`src/core/cpmc_pkg.sv`:
```
/*
  Package for the clock and power-mode controller: modes, clock selects,
  field widths, reset values and timing counts.
  Assumes a single 125 MHz system clock; oscillators appear as enable pulses.
*/
package cpmc_pkg;

  // ----------------------------------------------------------------------
  // Timing
  // ----------------------------------------------------------------------
  localparam int unsigned CLK_MHZ          = 125;
  localparam int unsigned PLL_SETTLE_US    = 100;
  localparam int unsigned PLL_SETTLE_CYC   = PLL_SETTLE_US * CLK_MHZ;
  localparam int unsigned SWITCH_SYNC_CYC  = 2;

  // ----------------------------------------------------------------------
  // PLL limits
  // ----------------------------------------------------------------------
  localparam int unsigned PLL_MULT_MIN     = 1;
  localparam int unsigned PLL_MULT_MAX     = 32;
  localparam int unsigned PLL_IN_MIN_MHZ   = 10;
  localparam int unsigned PLL_IN_MAX_MHZ   = 25;
  localparam int unsigned CCO_MIN_MHZ      = 156;
  localparam int unsigned CCO_MAX_MHZ      = 320;
  localparam int unsigned POST_DIV_MIN     = 2;
  localparam int unsigned POST_DIV_MAX     = 16;
  localparam logic [4:0]  MULT_RST         = 5'h00;
  localparam logic [1:0]  PDIV_RST         = 2'h0;

  // ----------------------------------------------------------------------
  // Wake / peripherals / retention
  // ----------------------------------------------------------------------
  localparam int unsigned N_PERIPH         = 16;
  localparam int unsigned N_RETAIN         = 4;
  localparam int unsigned WAKE_TIMER_W     = 32;
  localparam int unsigned WDT_FREQ_W       = 4;
  localparam logic [3:0]  WDT_FREQ_RST     = 4'h0;
  localparam int unsigned WAKE_SRC_PIN     = 0;
  localparam int unsigned WAKE_SRC_WDT     = 1;
  localparam int unsigned WAKE_SRC_USART   = 2;
  localparam int unsigned WAKE_SRC_SPI     = 3;
  localparam int unsigned WAKE_SRC_I2C     = 4;
  localparam int unsigned N_WAKE_SRC       = 5;

  // ----------------------------------------------------------------------
  // Types
  // ----------------------------------------------------------------------
  typedef enum logic [1:0] {
    CPMC_MAIN_IRC = 2'h0,
    CPMC_MAIN_PLLIN = 2'h1,
    CPMC_MAIN_WDT = 2'h2,
    CPMC_MAIN_PLLOUT = 2'h3
  } cpmc_main_sel_t;

  typedef enum logic [1:0] {
    CPMC_PLLSRC_IRC = 2'h0,
    CPMC_PLLSRC_XTAL = 2'h1,
    CPMC_PLLSRC_EXT = 2'h3
  } cpmc_pll_src_t;

  typedef enum logic [1:0] {
    CPMC_OUT_IRC = 2'h0,
    CPMC_OUT_XTAL = 2'h1,
    CPMC_OUT_WDT = 2'h2,
    CPMC_OUT_MAIN = 2'h3
  } cpmc_out_sel_t;

  typedef enum logic [1:0] {
    CPMC_REQ_SLEEP = 2'h0,
    CPMC_REQ_DEEP_SLEEP = 2'h1,
    CPMC_REQ_POWER_DOWN = 2'h2,
    CPMC_REQ_DEEP_PD = 2'h3
  } cpmc_req_mode_t;

  // Gray-coded along run -> sleep -> deep sleep -> power down -> deep pd
  typedef enum logic [2:0] {
    CPMC_ST_RUN = 3'h0,
    CPMC_ST_SLEEP = 3'h1,
    CPMC_ST_DSLEEP = 3'h3,
    CPMC_ST_PDOWN = 3'h2,
    CPMC_ST_DPD = 3'h6
  } cpmc_state_t;

  typedef struct packed {
    logic       pll_enable;
    logic [4:0] pll_mult_m1;
    logic [1:0] pll_post_log2m1;
    cpmc_pll_src_t pll_src;
    cpmc_main_sel_t main_sel;
    cpmc_out_sel_t out_sel;
  } cpmc_clk_cfg_t;

  typedef struct packed {
    logic xtal_en;
    logic ext_en;
    logic wdt_osc_en;
    logic lp_osc_en;
    logic lp_osc_keep;
  } cpmc_osc_cfg_t;

  typedef struct packed {
    logic internal_rc_osc;
    logic xtal;
    logic ext;
    logic wdt;
    logic lp;
    logic pll;
  } cpmc_ticks_t;

endpackage : cpmc_pkg

```
`src/core/cpmc_top.sv`:
```
/*
  Clock and power-mode controller: source selection, PLL emulation with
  multiplier and post divider, lock wait, clock-out mux, peripheral
  gating, sleep / deep-sleep / power-down / deep power-down sequencing.
  Assumes oscillators arrive as one-cycle tick enables on clk; software
  control bits are plain ports held stable by the caller.
*/
// Notes on behaviour
// - After any reset the main clock runs from the internal RC oscillator.
// - PLL multiplier accepts every integer from 1 to 32.
// - Loop divider keeps the PLL core oscillator within 156 to 320 MHz; the code has no loop divider.
// - Post divider offers only 2, 4, 8 or 16 for even duty.
// - Reset powers the PLL off and bypasses it until software enables it.
// - Clock-out selects RC, crystal, watchdog oscillator or main clock.
// - Each peripheral has its own clock enable bit.
// - Watchdog oscillator clocks the windowed watchdog, frequency programmable; the code ignores wdt_freq_sel.
// - Low-power oscillator clocks only the wake timer, may run in low-power modes.
// - Sleep gates the core clock only; peripherals keep running.
// - Sleep holds execution until reset or any peripheral interrupt.
// - Deep-sleep stops core, peripherals, RC output and all sources except selected wake osc.
// - Deep-sleep wakes on pin, watchdog, sync serial, SPI or I2C slave irq.
// - Wake needs the irq enabled in both wake enable and interrupt controller.
// - Power-down stops all clocks but selected wake osc; flash shut down.
// - Power-down wakes on the same sources as deep-sleep.
// - Deep power-down keeps wake pin, wake timer and four retention registers.
// - Deep power-down ends on wake pin or wake timer time-out.
// - The lock bit refuses entry into deep power-down.
// - Writing a non-zero wake timer value starts it counting down.
module cpmc_top
  import cpmc_pkg::*;
#(
  parameter int unsigned N_PER      = N_PERIPH,
  parameter int unsigned LOCK_CYC   = PLL_SETTLE_CYC
)(
  input  wire logic                      clk,
  input  wire logic                      rst,
  input  wire cpmc_ticks_t               ticks,
  input  wire cpmc_clk_cfg_t             clk_cfg,
  input  wire cpmc_osc_cfg_t             osc_cfg,
  input  wire logic [3:0]                wdt_freq_sel,
  input  wire logic [N_PER-1:0]          periph_clk_en,
  input  wire logic                      mode_req,
  input  wire cpmc_req_mode_t            mode_sel,
  input  wire logic                      dpd_lock,
  input  wire logic [N_WAKE_SRC-1:0]     wake_irq,
  input  wire logic [N_WAKE_SRC-1:0]     wake_en,
  input  wire logic [N_WAKE_SRC-1:0]     irq_ctrl_en,
  input  wire logic                      any_irq,
  input  wire logic                      wake_pin_n,
  input  wire logic                      wkt_load,
  input  wire logic [WAKE_TIMER_W-1:0]   wkt_value,
  input  wire logic                      ret_we,
  input  wire logic [1:0]                ret_idx,
  input  wire logic [31:0]               ret_wdata,
  output logic                           main_tick,
  output logic                           core_tick,
  output logic [N_PER-1:0]               periph_tick,
  output logic                           clock_out_tick,
  output logic                           wdt_tick,
  output logic                           wkt_tick,
  output logic                           pll_locked,
  output logic                           pll_powered,
  output logic                           irc_out_en,
  output logic                           flash_standby,
  output logic                           flash_off,
  output logic                           core_power_off,
  output logic                           wkt_running,
  output logic                           wkt_timeout,
  output cpmc_state_t                    power_state,
  output logic [31:0]                    ret_rdata
);

  if (N_PER < 1 || N_PER > 32)
  begin : g_bad_per
    $error("cpmc_top: N_PER out of range");
  end
  if (LOCK_CYC < 1)
  begin : g_bad_lock
    $error("cpmc_top: LOCK_CYC must be positive");
  end

  // ----------------------------------------------------------------------
  // Power-mode state machine
  // ----------------------------------------------------------------------
  cpmc_state_t state_q;
  logic        wake_hit;
  logic        wkt_done_q;

  assign wake_hit = |(wake_irq & wake_en & irq_ctrl_en);

  always_ff @(posedge clk or posedge rst)
  begin
    if (rst)
      state_q <= CPMC_ST_RUN;
    else
    begin
      case (state_q)
        CPMC_ST_RUN:
          if (mode_req)
          begin
            case (mode_sel)
              CPMC_REQ_SLEEP:      state_q <= CPMC_ST_SLEEP;
              CPMC_REQ_DEEP_SLEEP: state_q <= CPMC_ST_DSLEEP;
              CPMC_REQ_POWER_DOWN: state_q <= CPMC_ST_PDOWN;
              CPMC_REQ_DEEP_PD:
                if (!dpd_lock)
                  state_q <= CPMC_ST_DPD;
              default:             state_q <= CPMC_ST_RUN;
            endcase
          end
        CPMC_ST_SLEEP:
          if (any_irq)
            state_q <= CPMC_ST_RUN;
        CPMC_ST_DSLEEP:
          if (wake_hit || wkt_done_q)
            state_q <= CPMC_ST_RUN;
        CPMC_ST_PDOWN:
          if (wake_hit || wkt_done_q)
            state_q <= CPMC_ST_RUN;
        CPMC_ST_DPD:
          if (!wake_pin_n || wkt_done_q)
            state_q <= CPMC_ST_RUN;
        default:
          state_q <= CPMC_ST_RUN;
      endcase
    end
  end

  logic run_s;
  logic core_on;
  logic periph_on;
  logic deep_any;
  assign run_s     = (state_q == CPMC_ST_RUN);
  assign core_on   = run_s;
  assign periph_on = run_s || (state_q == CPMC_ST_SLEEP);
  assign deep_any  = (state_q == CPMC_ST_DSLEEP) || (state_q == CPMC_ST_PDOWN)
                     || (state_q == CPMC_ST_DPD);

  // ----------------------------------------------------------------------
  // PLL: enable, lock timer, multiplier and post divider
  // ----------------------------------------------------------------------
  localparam int unsigned LW = $clog2(LOCK_CYC + 1);
  logic [LW-1:0] lock_cnt_q;
  logic          pll_on;

  // Deep modes stop the PLL even when software left it enabled
  assign pll_on = clk_cfg.pll_enable && periph_on;

  always_ff @(posedge clk or posedge rst)
  begin
    if (rst)
    begin
      lock_cnt_q <= '0;
      pll_locked <= 1'b0;
    end
    else if (!pll_on)
    begin
      lock_cnt_q <= '0;
      pll_locked <= 1'b0;
    end
    else if (lock_cnt_q == LW'(LOCK_CYC - 1))
      pll_locked <= 1'b1;
    else
      lock_cnt_q <= lock_cnt_q + LW'(1);
  end

  logic pll_ref_tick;
  always_comb
  begin
    case (clk_cfg.pll_src)
      CPMC_PLLSRC_XTAL: pll_ref_tick = ticks.xtal && osc_cfg.xtal_en;
      CPMC_PLLSRC_EXT:  pll_ref_tick = ticks.ext && osc_cfg.ext_en;
      default:          pll_ref_tick = ticks.internal_rc_osc;
    endcase
  end

  // Core oscillator emulated as ticks.pll (2x oversampled grid); output is
  // ticks.pll divided by post-divider; multiplier value kept for M+1 range.
  logic [5:0] mult_q;
  logic [3:0] post_cnt_q;
  logic [3:0] post_lim;
  logic       pll_out_tick;
  assign post_lim = 4'((POST_DIV_MIN << clk_cfg.pll_post_log2m1) - 1);

  always_ff @(posedge clk or posedge rst)
  begin
    if (rst)
      mult_q <= 6'h01;
    else
      mult_q <= {1'b0, clk_cfg.pll_mult_m1} + 6'h01;
  end

  always_ff @(posedge clk or posedge rst)
  begin
    if (rst)
      post_cnt_q <= 4'h0;
    else if (!pll_locked)
      post_cnt_q <= 4'h0;
    else if (ticks.pll)
      post_cnt_q <= (post_cnt_q >= post_lim) ? 4'h0 : post_cnt_q + 4'h1;
  end
  assign pll_out_tick = pll_locked && ticks.pll && (post_cnt_q >= post_lim);

  // ----------------------------------------------------------------------
  // Main clock selection
  // ----------------------------------------------------------------------
  logic tick_src;
  logic use_alt;
  logic mux_tick;
  always_comb
  begin
    // Unstable oscillators pass through; the PLL output is held off until pll_locked
    case (clk_cfg.main_sel)
      CPMC_MAIN_PLLIN:  tick_src = pll_ref_tick;
      CPMC_MAIN_WDT:    tick_src = ticks.wdt && osc_cfg.wdt_osc_en;
      CPMC_MAIN_PLLOUT: tick_src = pll_on ? pll_out_tick : pll_ref_tick;
      default:          tick_src = ticks.internal_rc_osc;
    endcase
  end
  assign use_alt = (clk_cfg.main_sel != CPMC_MAIN_IRC);

  cpmc_glitch_mux u_mux (
    .clk      (clk),
    .rst      (rst),
    .sel      (use_alt),
    .tick_a   (ticks.internal_rc_osc),
    .tick_b   (tick_src),
    .tick_out (mux_tick),
    .cur_sel  ()
  );

  // ----------------------------------------------------------------------
  // Wake timer and retention registers
  // ----------------------------------------------------------------------
  logic [WAKE_TIMER_W-1:0] wkt_cnt_q;
  logic                    lp_run;
  logic [31:0]             ret_q [N_RETAIN];
  assign lp_run = osc_cfg.lp_osc_en && (periph_on || osc_cfg.lp_osc_keep);

  always_ff @(posedge clk or posedge rst)
  begin
    if (rst)
    begin
      wkt_cnt_q  <= '0;
      wkt_done_q <= 1'b0;
    end
    else if (wkt_load)
    begin
      wkt_cnt_q  <= wkt_value;
      wkt_done_q <= (wkt_cnt_q == WAKE_TIMER_W'(1)) && ticks.lp && lp_run;
    end
    else if (wkt_cnt_q != '0 && ticks.lp && lp_run)
    begin
      wkt_cnt_q  <= wkt_cnt_q - WAKE_TIMER_W'(1);
      wkt_done_q <= (wkt_cnt_q == WAKE_TIMER_W'(1));
    end
    else if (run_s)
      wkt_done_q <= 1'b0;
  end

  // Retention survives deep power-down; cleared only by reset
  always_ff @(posedge clk or posedge rst)
  begin
    if (rst)
    begin
      for (int i = 0; i < N_RETAIN; i++)
        ret_q[i] <= 32'h0000_0000;
    end
    else if (ret_we && run_s)
      ret_q[ret_idx] <= ret_wdata;
  end

  // ----------------------------------------------------------------------
  // Registered outputs
  // ----------------------------------------------------------------------
  logic out_src;
  always_comb
  begin
    case (clk_cfg.out_sel)
      CPMC_OUT_XTAL: out_src = ticks.xtal && osc_cfg.xtal_en && periph_on;
      CPMC_OUT_WDT:  out_src = ticks.wdt && osc_cfg.wdt_osc_en;
      CPMC_OUT_MAIN: out_src = mux_tick && periph_on;
      default:       out_src = ticks.internal_rc_osc && periph_on;
    endcase
  end

  always_ff @(posedge clk or posedge rst)
  begin
    if (rst)
    begin
      main_tick      <= 1'b0;
      core_tick      <= 1'b0;
      periph_tick    <= '0;
      clock_out_tick <= 1'b0;
      wdt_tick       <= 1'b0;
      wkt_tick       <= 1'b0;
      pll_powered    <= 1'b0;
      irc_out_en     <= 1'b1;
      flash_standby  <= 1'b0;
      flash_off      <= 1'b0;
      core_power_off <= 1'b0;
      wkt_running    <= 1'b0;
      wkt_timeout    <= 1'b0;
      power_state    <= CPMC_ST_RUN;
      ret_rdata      <= 32'h0000_0000;
    end
    else
    begin
      main_tick      <= mux_tick && periph_on;
      core_tick      <= mux_tick && core_on;
      periph_tick    <= (mux_tick && periph_on) ? periph_clk_en : '0;
      clock_out_tick <= out_src;
      wdt_tick       <= ticks.wdt && osc_cfg.wdt_osc_en
                        && (state_q != CPMC_ST_DPD);
      wkt_tick       <= ticks.lp && lp_run;
      pll_powered    <= pll_on;
      irc_out_en     <= periph_on;
      flash_standby  <= (state_q == CPMC_ST_DSLEEP);
      flash_off      <= (state_q == CPMC_ST_PDOWN) || (state_q == CPMC_ST_DPD);
      core_power_off <= (state_q == CPMC_ST_DPD);
      wkt_running    <= (wkt_cnt_q != '0);
      wkt_timeout    <= wkt_done_q && deep_any;
      power_state    <= state_q;
      ret_rdata      <= ret_q[ret_idx];
    end
  end

endmodule : cpmc_top

```
`src/core/cpmc_glitch_mux.sv`:
```
/*
  Glitch-free switch between two tick streams for the main clock.
  Assumes ticks are one-cycle enables synchronous to clk.
*/
module cpmc_glitch_mux
  import cpmc_pkg::*;
(
  input  wire logic       clk,
  input  wire logic       rst,
  input  wire logic       sel,
  input  wire logic       tick_a,
  input  wire logic       tick_b,
  output logic            tick_out,
  output logic            cur_sel
);

  logic       on_a_q;
  logic       on_b_q;

  // Old stream released on its own tick, new one taken on its own tick
  always_ff @(posedge clk or posedge rst)
  begin
    if (rst)
    begin
      on_a_q <= 1'b1;
      on_b_q <= 1'b0;
    end
    else
    begin
      if (sel && on_a_q && tick_a)
        on_a_q <= 1'b0;
      else if (!sel && !on_b_q && !on_a_q && tick_a)
        on_a_q <= 1'b1;
      if (!sel && on_b_q && tick_b)
        on_b_q <= 1'b0;
      else if (sel && !on_a_q && !on_b_q && tick_b)
        on_b_q <= 1'b1;
    end
  end

  assign tick_out = (on_a_q && tick_a) || (on_b_q && tick_b);
  assign cur_sel  = on_b_q;

endmodule : cpmc_glitch_mux

```
`config.mk`:
```
export PLATFORM = sky130hd
export DESIGN_NAME = cpmc_top
export DESIGN_NICKNAME = d
export VERILOG_FILES = /design/src/core/cpmc_pkg.sv /design/src/core/cpmc_top.sv /design/src/core/cpmc_glitch_mux.sv
export SDC_FILE = /design/constraint.sdc
export NUM_CORES = 1
export LEC_CHECK = 0
export BUFFER_PORTS_ARGS = -buffer_cell sky130_fd_sc_hd__clkbuf_2
export CORE_MARGIN = 4
export CORE_UTILIZATION = 45
export CTS_BUF_LIST = sky130_fd_sc_hd__clkbuf_16
export CTS_CLUSTER_DIAMETER = 40
export DETAILED_ROUTE_END_ITERATION = 8
export PLACE_DENSITY = 0.7
export SLEW_MARGIN = 5
export SYNTH_ARGS = -nofsm -noshare
export SYNTH_HDL_FRONTEND = slang
export SYNTH_SLANG_ARGS = --single-unit
export TNS_END_PERCENT = 10
```
`constraint.sdc`:
```
create_clock -name clk -period 9.9 [get_ports clk]
set_clock_uncertainty 0.1 [all_clocks]
set_input_delay 1.98 -clock clk [delete_from_list [all_inputs] [get_ports clk]]
set_output_delay 1.98 -clock clk [all_outputs]
set_load 0.005 [all_outputs]
```
==> results.py <==
metrics = {
    "clocking": {
        "cts_tree": "done",
        "clk-insertion-delay-late_ns": 0.50,
        "cts_resized": 0,
        "cts_hold_buf": 0,
        "clock_path_buffers": 3,
        "cts_made_buffers": 37,
        "clk_pin_slew_worst_paths_ns": 0.06,
        "cts_root_buf": "clkbuf_16",
        "htreeDepth": 2,
        "clock_sinks": 248,
        "cts_setup_buffers": 0,
    },
    "setup_path": {
        "critical_path_class": "in2reg",
        "required_ns": 10.22,
        "reg2reg_slack_ns": 6.59,
        "end_kind": "register",
        "r2r_cells": 8,
        "r2r-start": "state_q[1]",
        "start_kind": "input port",
        "cp_max_fo": 21,
        "arrival_ns": 4.45,
        "worstReg2RegEnd": "clock_out_tick",
    },
    "pwr": {
        "pwr-share-clk": 0.360,
        "power.net_switching_uw": 900,
        "powerDensity_nw_per_um2": 267,
        "p_sw_frac": 0.255,
        "p_leak_uw": 0.00595,
        "seqPwrFrac": 0.443,
        "pwr-share-comb": 0.196,
        "power.internal_uw": 2630,
        "ir_drop_v": 0.000143,
    },
    "cells_and_area": {
        "nNetsFinal": 1153,
        "drive_gt1_frac": 0.423,
        "areaGrowthSynthToFinish_pct": 23.2,
        "num-fill-cells": 1982,
        "postLayoutCellArea_um2": 13200,
    },
    "hold_path": {
        "min_to": "ret_q[54]",
        "hold_path.startpoint": "ret_q[54]",
        "holdPathStages": 1,
        "worstHoldPathType": "reg2reg",
    },
    "drt": {
        "drt-total-wl_mm": 24.2,
        "ant_nets": 0,
        "drcViolationCount": 0,
        "drt_iter0_markers": 375,
        "wire_per_inst_um": 17.8,
        "viasPerCell": 5.43,
        "vias": 7376,
        "dr.pass1.iters": 4,
    },
    "timing": {
        "slew_headroom": 0.373,
        "setup_viol": 0,
        "hold_viol_final": 0,
        "finalSetupTns_ns": 0,
        "min_period_over_period": 0.417,
        "finalMaxSlewViolations": 0,
        "rsz0062_at_grt": "false",
        "period_needed_ns": 4.13,
        "max_clock_freq_mhz": 242,
        "worstMarginPinSlew_ns": 0.940,
    },
    "synth": {
        "synth_edf_count": 0,
        "synth_area_leaders": "dfrtp_1 57%, mux2_2 14%, mux4_2 6.7%, nor2_1 2.1%, a31oi_1 1.3%",
        "ys_ff_latch": 248,
        "yosysWarnings": 0,
        "synth.top_cells.by_count": "246 x dfrtp_1, 131 x mux2_2, 59 x nor2_1",
        "synth_area_um2": 10700,
        "yosysTopAreaCellShare": 0.573,
        "syn_inst": 814,
        "async_reset_ff_frac": 1.00,
        "avgSynthCellArea_um2": 13.2,
        "synth_cell_type_count": 60,
        "synth_most_common_cell": "dfrtp_1",
        "synth_nets": 957,
        "yosys.area.top_type": "dfrtp_1",
        "ys.flop_type": "dfrtp_1",
        "ys_seq_area_frac": 0.578,
    },
    "die": {
        "rows": 56,
        "die_w_um": 163,
        "start_util": 0.458,
        "core-area_um2": 23500,
        "die_area_um2": 26400,
        "die_h_um": 163,
        "pin_count": 200,
    },
    "job": {
        "timing.max_cap.violations": 0,
    },
    "grt": {
        "grt_pass1_wl_mm": 39.7,
        "grt_usage": 0.185,
        "antenna_found_initial": 2,
        "grt_pass1_vias": 7684,
        "grt_overflow": 0,
        "grt_max_degree": 118,
    },
    "placed_design": {
        "numPortBuffers": 190,
        "dp_hpwl_mm": 15.7,
        "gp_congestion": 0.827,
        "placed_cell_area_um2": 12000,
    },
    "status": {
        "outcome": "complete, no violations",
    },
}
## sequential cells by signal (all words and copies together) (netlist names), 3 cells and up
| name | cells |
|---|---|
| ret_q | 128 |
| ret_rdata | 32 |
| wkt_cnt_q | 32 |
| periph_tick | 16 |
| lock_cnt_q | 14 |
| post_cnt_q | 4 |
| power_state | 3 |
| state_q | 3 |
## how the worst max path moves through the flow
stage	from	endpoint	slack, ns	cells after the start
after global placement	osc_cfg[1]	wkt_cnt_q[17]	5.41	6
final	osc_cfg[1]	wkt_cnt_q[17]	5.77	6
after detailed placement	osc_cfg[1]	wkt_cnt_q[17]	5.35	6
after floorplan	rst	clock_out_tick	1.01	1
after global routing	ticks[1]	wkt_cnt_q[17]	5.62	6
after CTS	osc_cfg[1]	wkt_cnt_q[17]	5.83	6
## routing by layer
| metal | global-route usage | share of wire |
|---|---|---|
| met5 | 0 | 0.00054 |
| met4 | 0.0572 | 0.023 |
| met3 | 0.0349 | 0.040 |
| met2 | 0.301 | 0.49 |
| met1 | 0.254 | 0.44 |
## cell usage in the layout (no fill, tap or decap), types with 23 or more instances in the layout
cell type / instances
dfrtp_1: 246
clkbuf_2: 190
mux2_2: 131
nor2_1: 59
clkbuf_16: 39
nand2_1: 34
mux4_2: 32
inv_1: 27
o21ai_0: 23
a31oi_1: 23
nand3_1: 23
## power by group through the flow
stage | clock, uW | combinational, uW | sequential (uW)
after floorplan | 0 | 488 | 1530
after global placement | 0 | 679 | 1560
after detailed placement | 0 | 703 | 1580
after CTS | 1310 | 708 | 1570
after global routing | 1350 | 766 | 1610
final | 1270 | 693 | 1570
## stage by stage
| step | power (uW) | hold WS [ns] | util | setup slack (ns) | cells |
|---|---|---|---|---|---|
| floorplan | 2020 | 0.252 | - | 1.01 | 814 |
| detailed placement | 2280 | 0.387 | 0.512 | 5.35 | 1290 |
| global route | 3730 | 0.407 | 0.564 | 5.62 | 1359 |
| CTS | 3580 | 0.398 | 0.564 | 5.83 | 1358 |
| finish | 3530 | 0.398 | 0.564 | 5.77 | 1359 |
| global placement | 2240 | 0.382 | 0.512 | 5.41 | 1290 |
## worst max-delay path, stage by stage
cell and delay (ns):
clkbuf_2 0.07, and2_0 0.20, and4_1 0.36, nand4_1 0.73, or4_2 0.90, a31oi_1 0.20
## final cells by class
class | instances | area [um^2] | area share
Sequential cell | 248 | 6210 | 0.469
Clock buffer | 39 | 976 | 0.0737
Clock inverter | 29 | 255 | 0.0193
Tap cell | 319 | 399 | 0.0301
Inverter | 19 | 78.8 | 0.00595
Antenna cell | 1 | 2.50 | 0.000189
Multi-Input combinational cell | 503 | 4290 | 0.324
Timing Repair Buffer | 201 | 1030 | 0.0780
## logic make-up (layout without fill, tap and decap cells)
family	count (synthesis)	count (layout)	synth area share
and+or+nand+nor	221	221	0.113
AOI/OAI and AO/OA	96	96	0.0605
adders and majority gates	7	7	0.00815
DFF	248	248	0.578
other	0	1	0
xor gates and xnor gates	15	15	0.0122
muxes	164	164	0.205
buffers and inverters	63	288	0.0235
No activity file was read; power rests on OpenSTA's default activity.
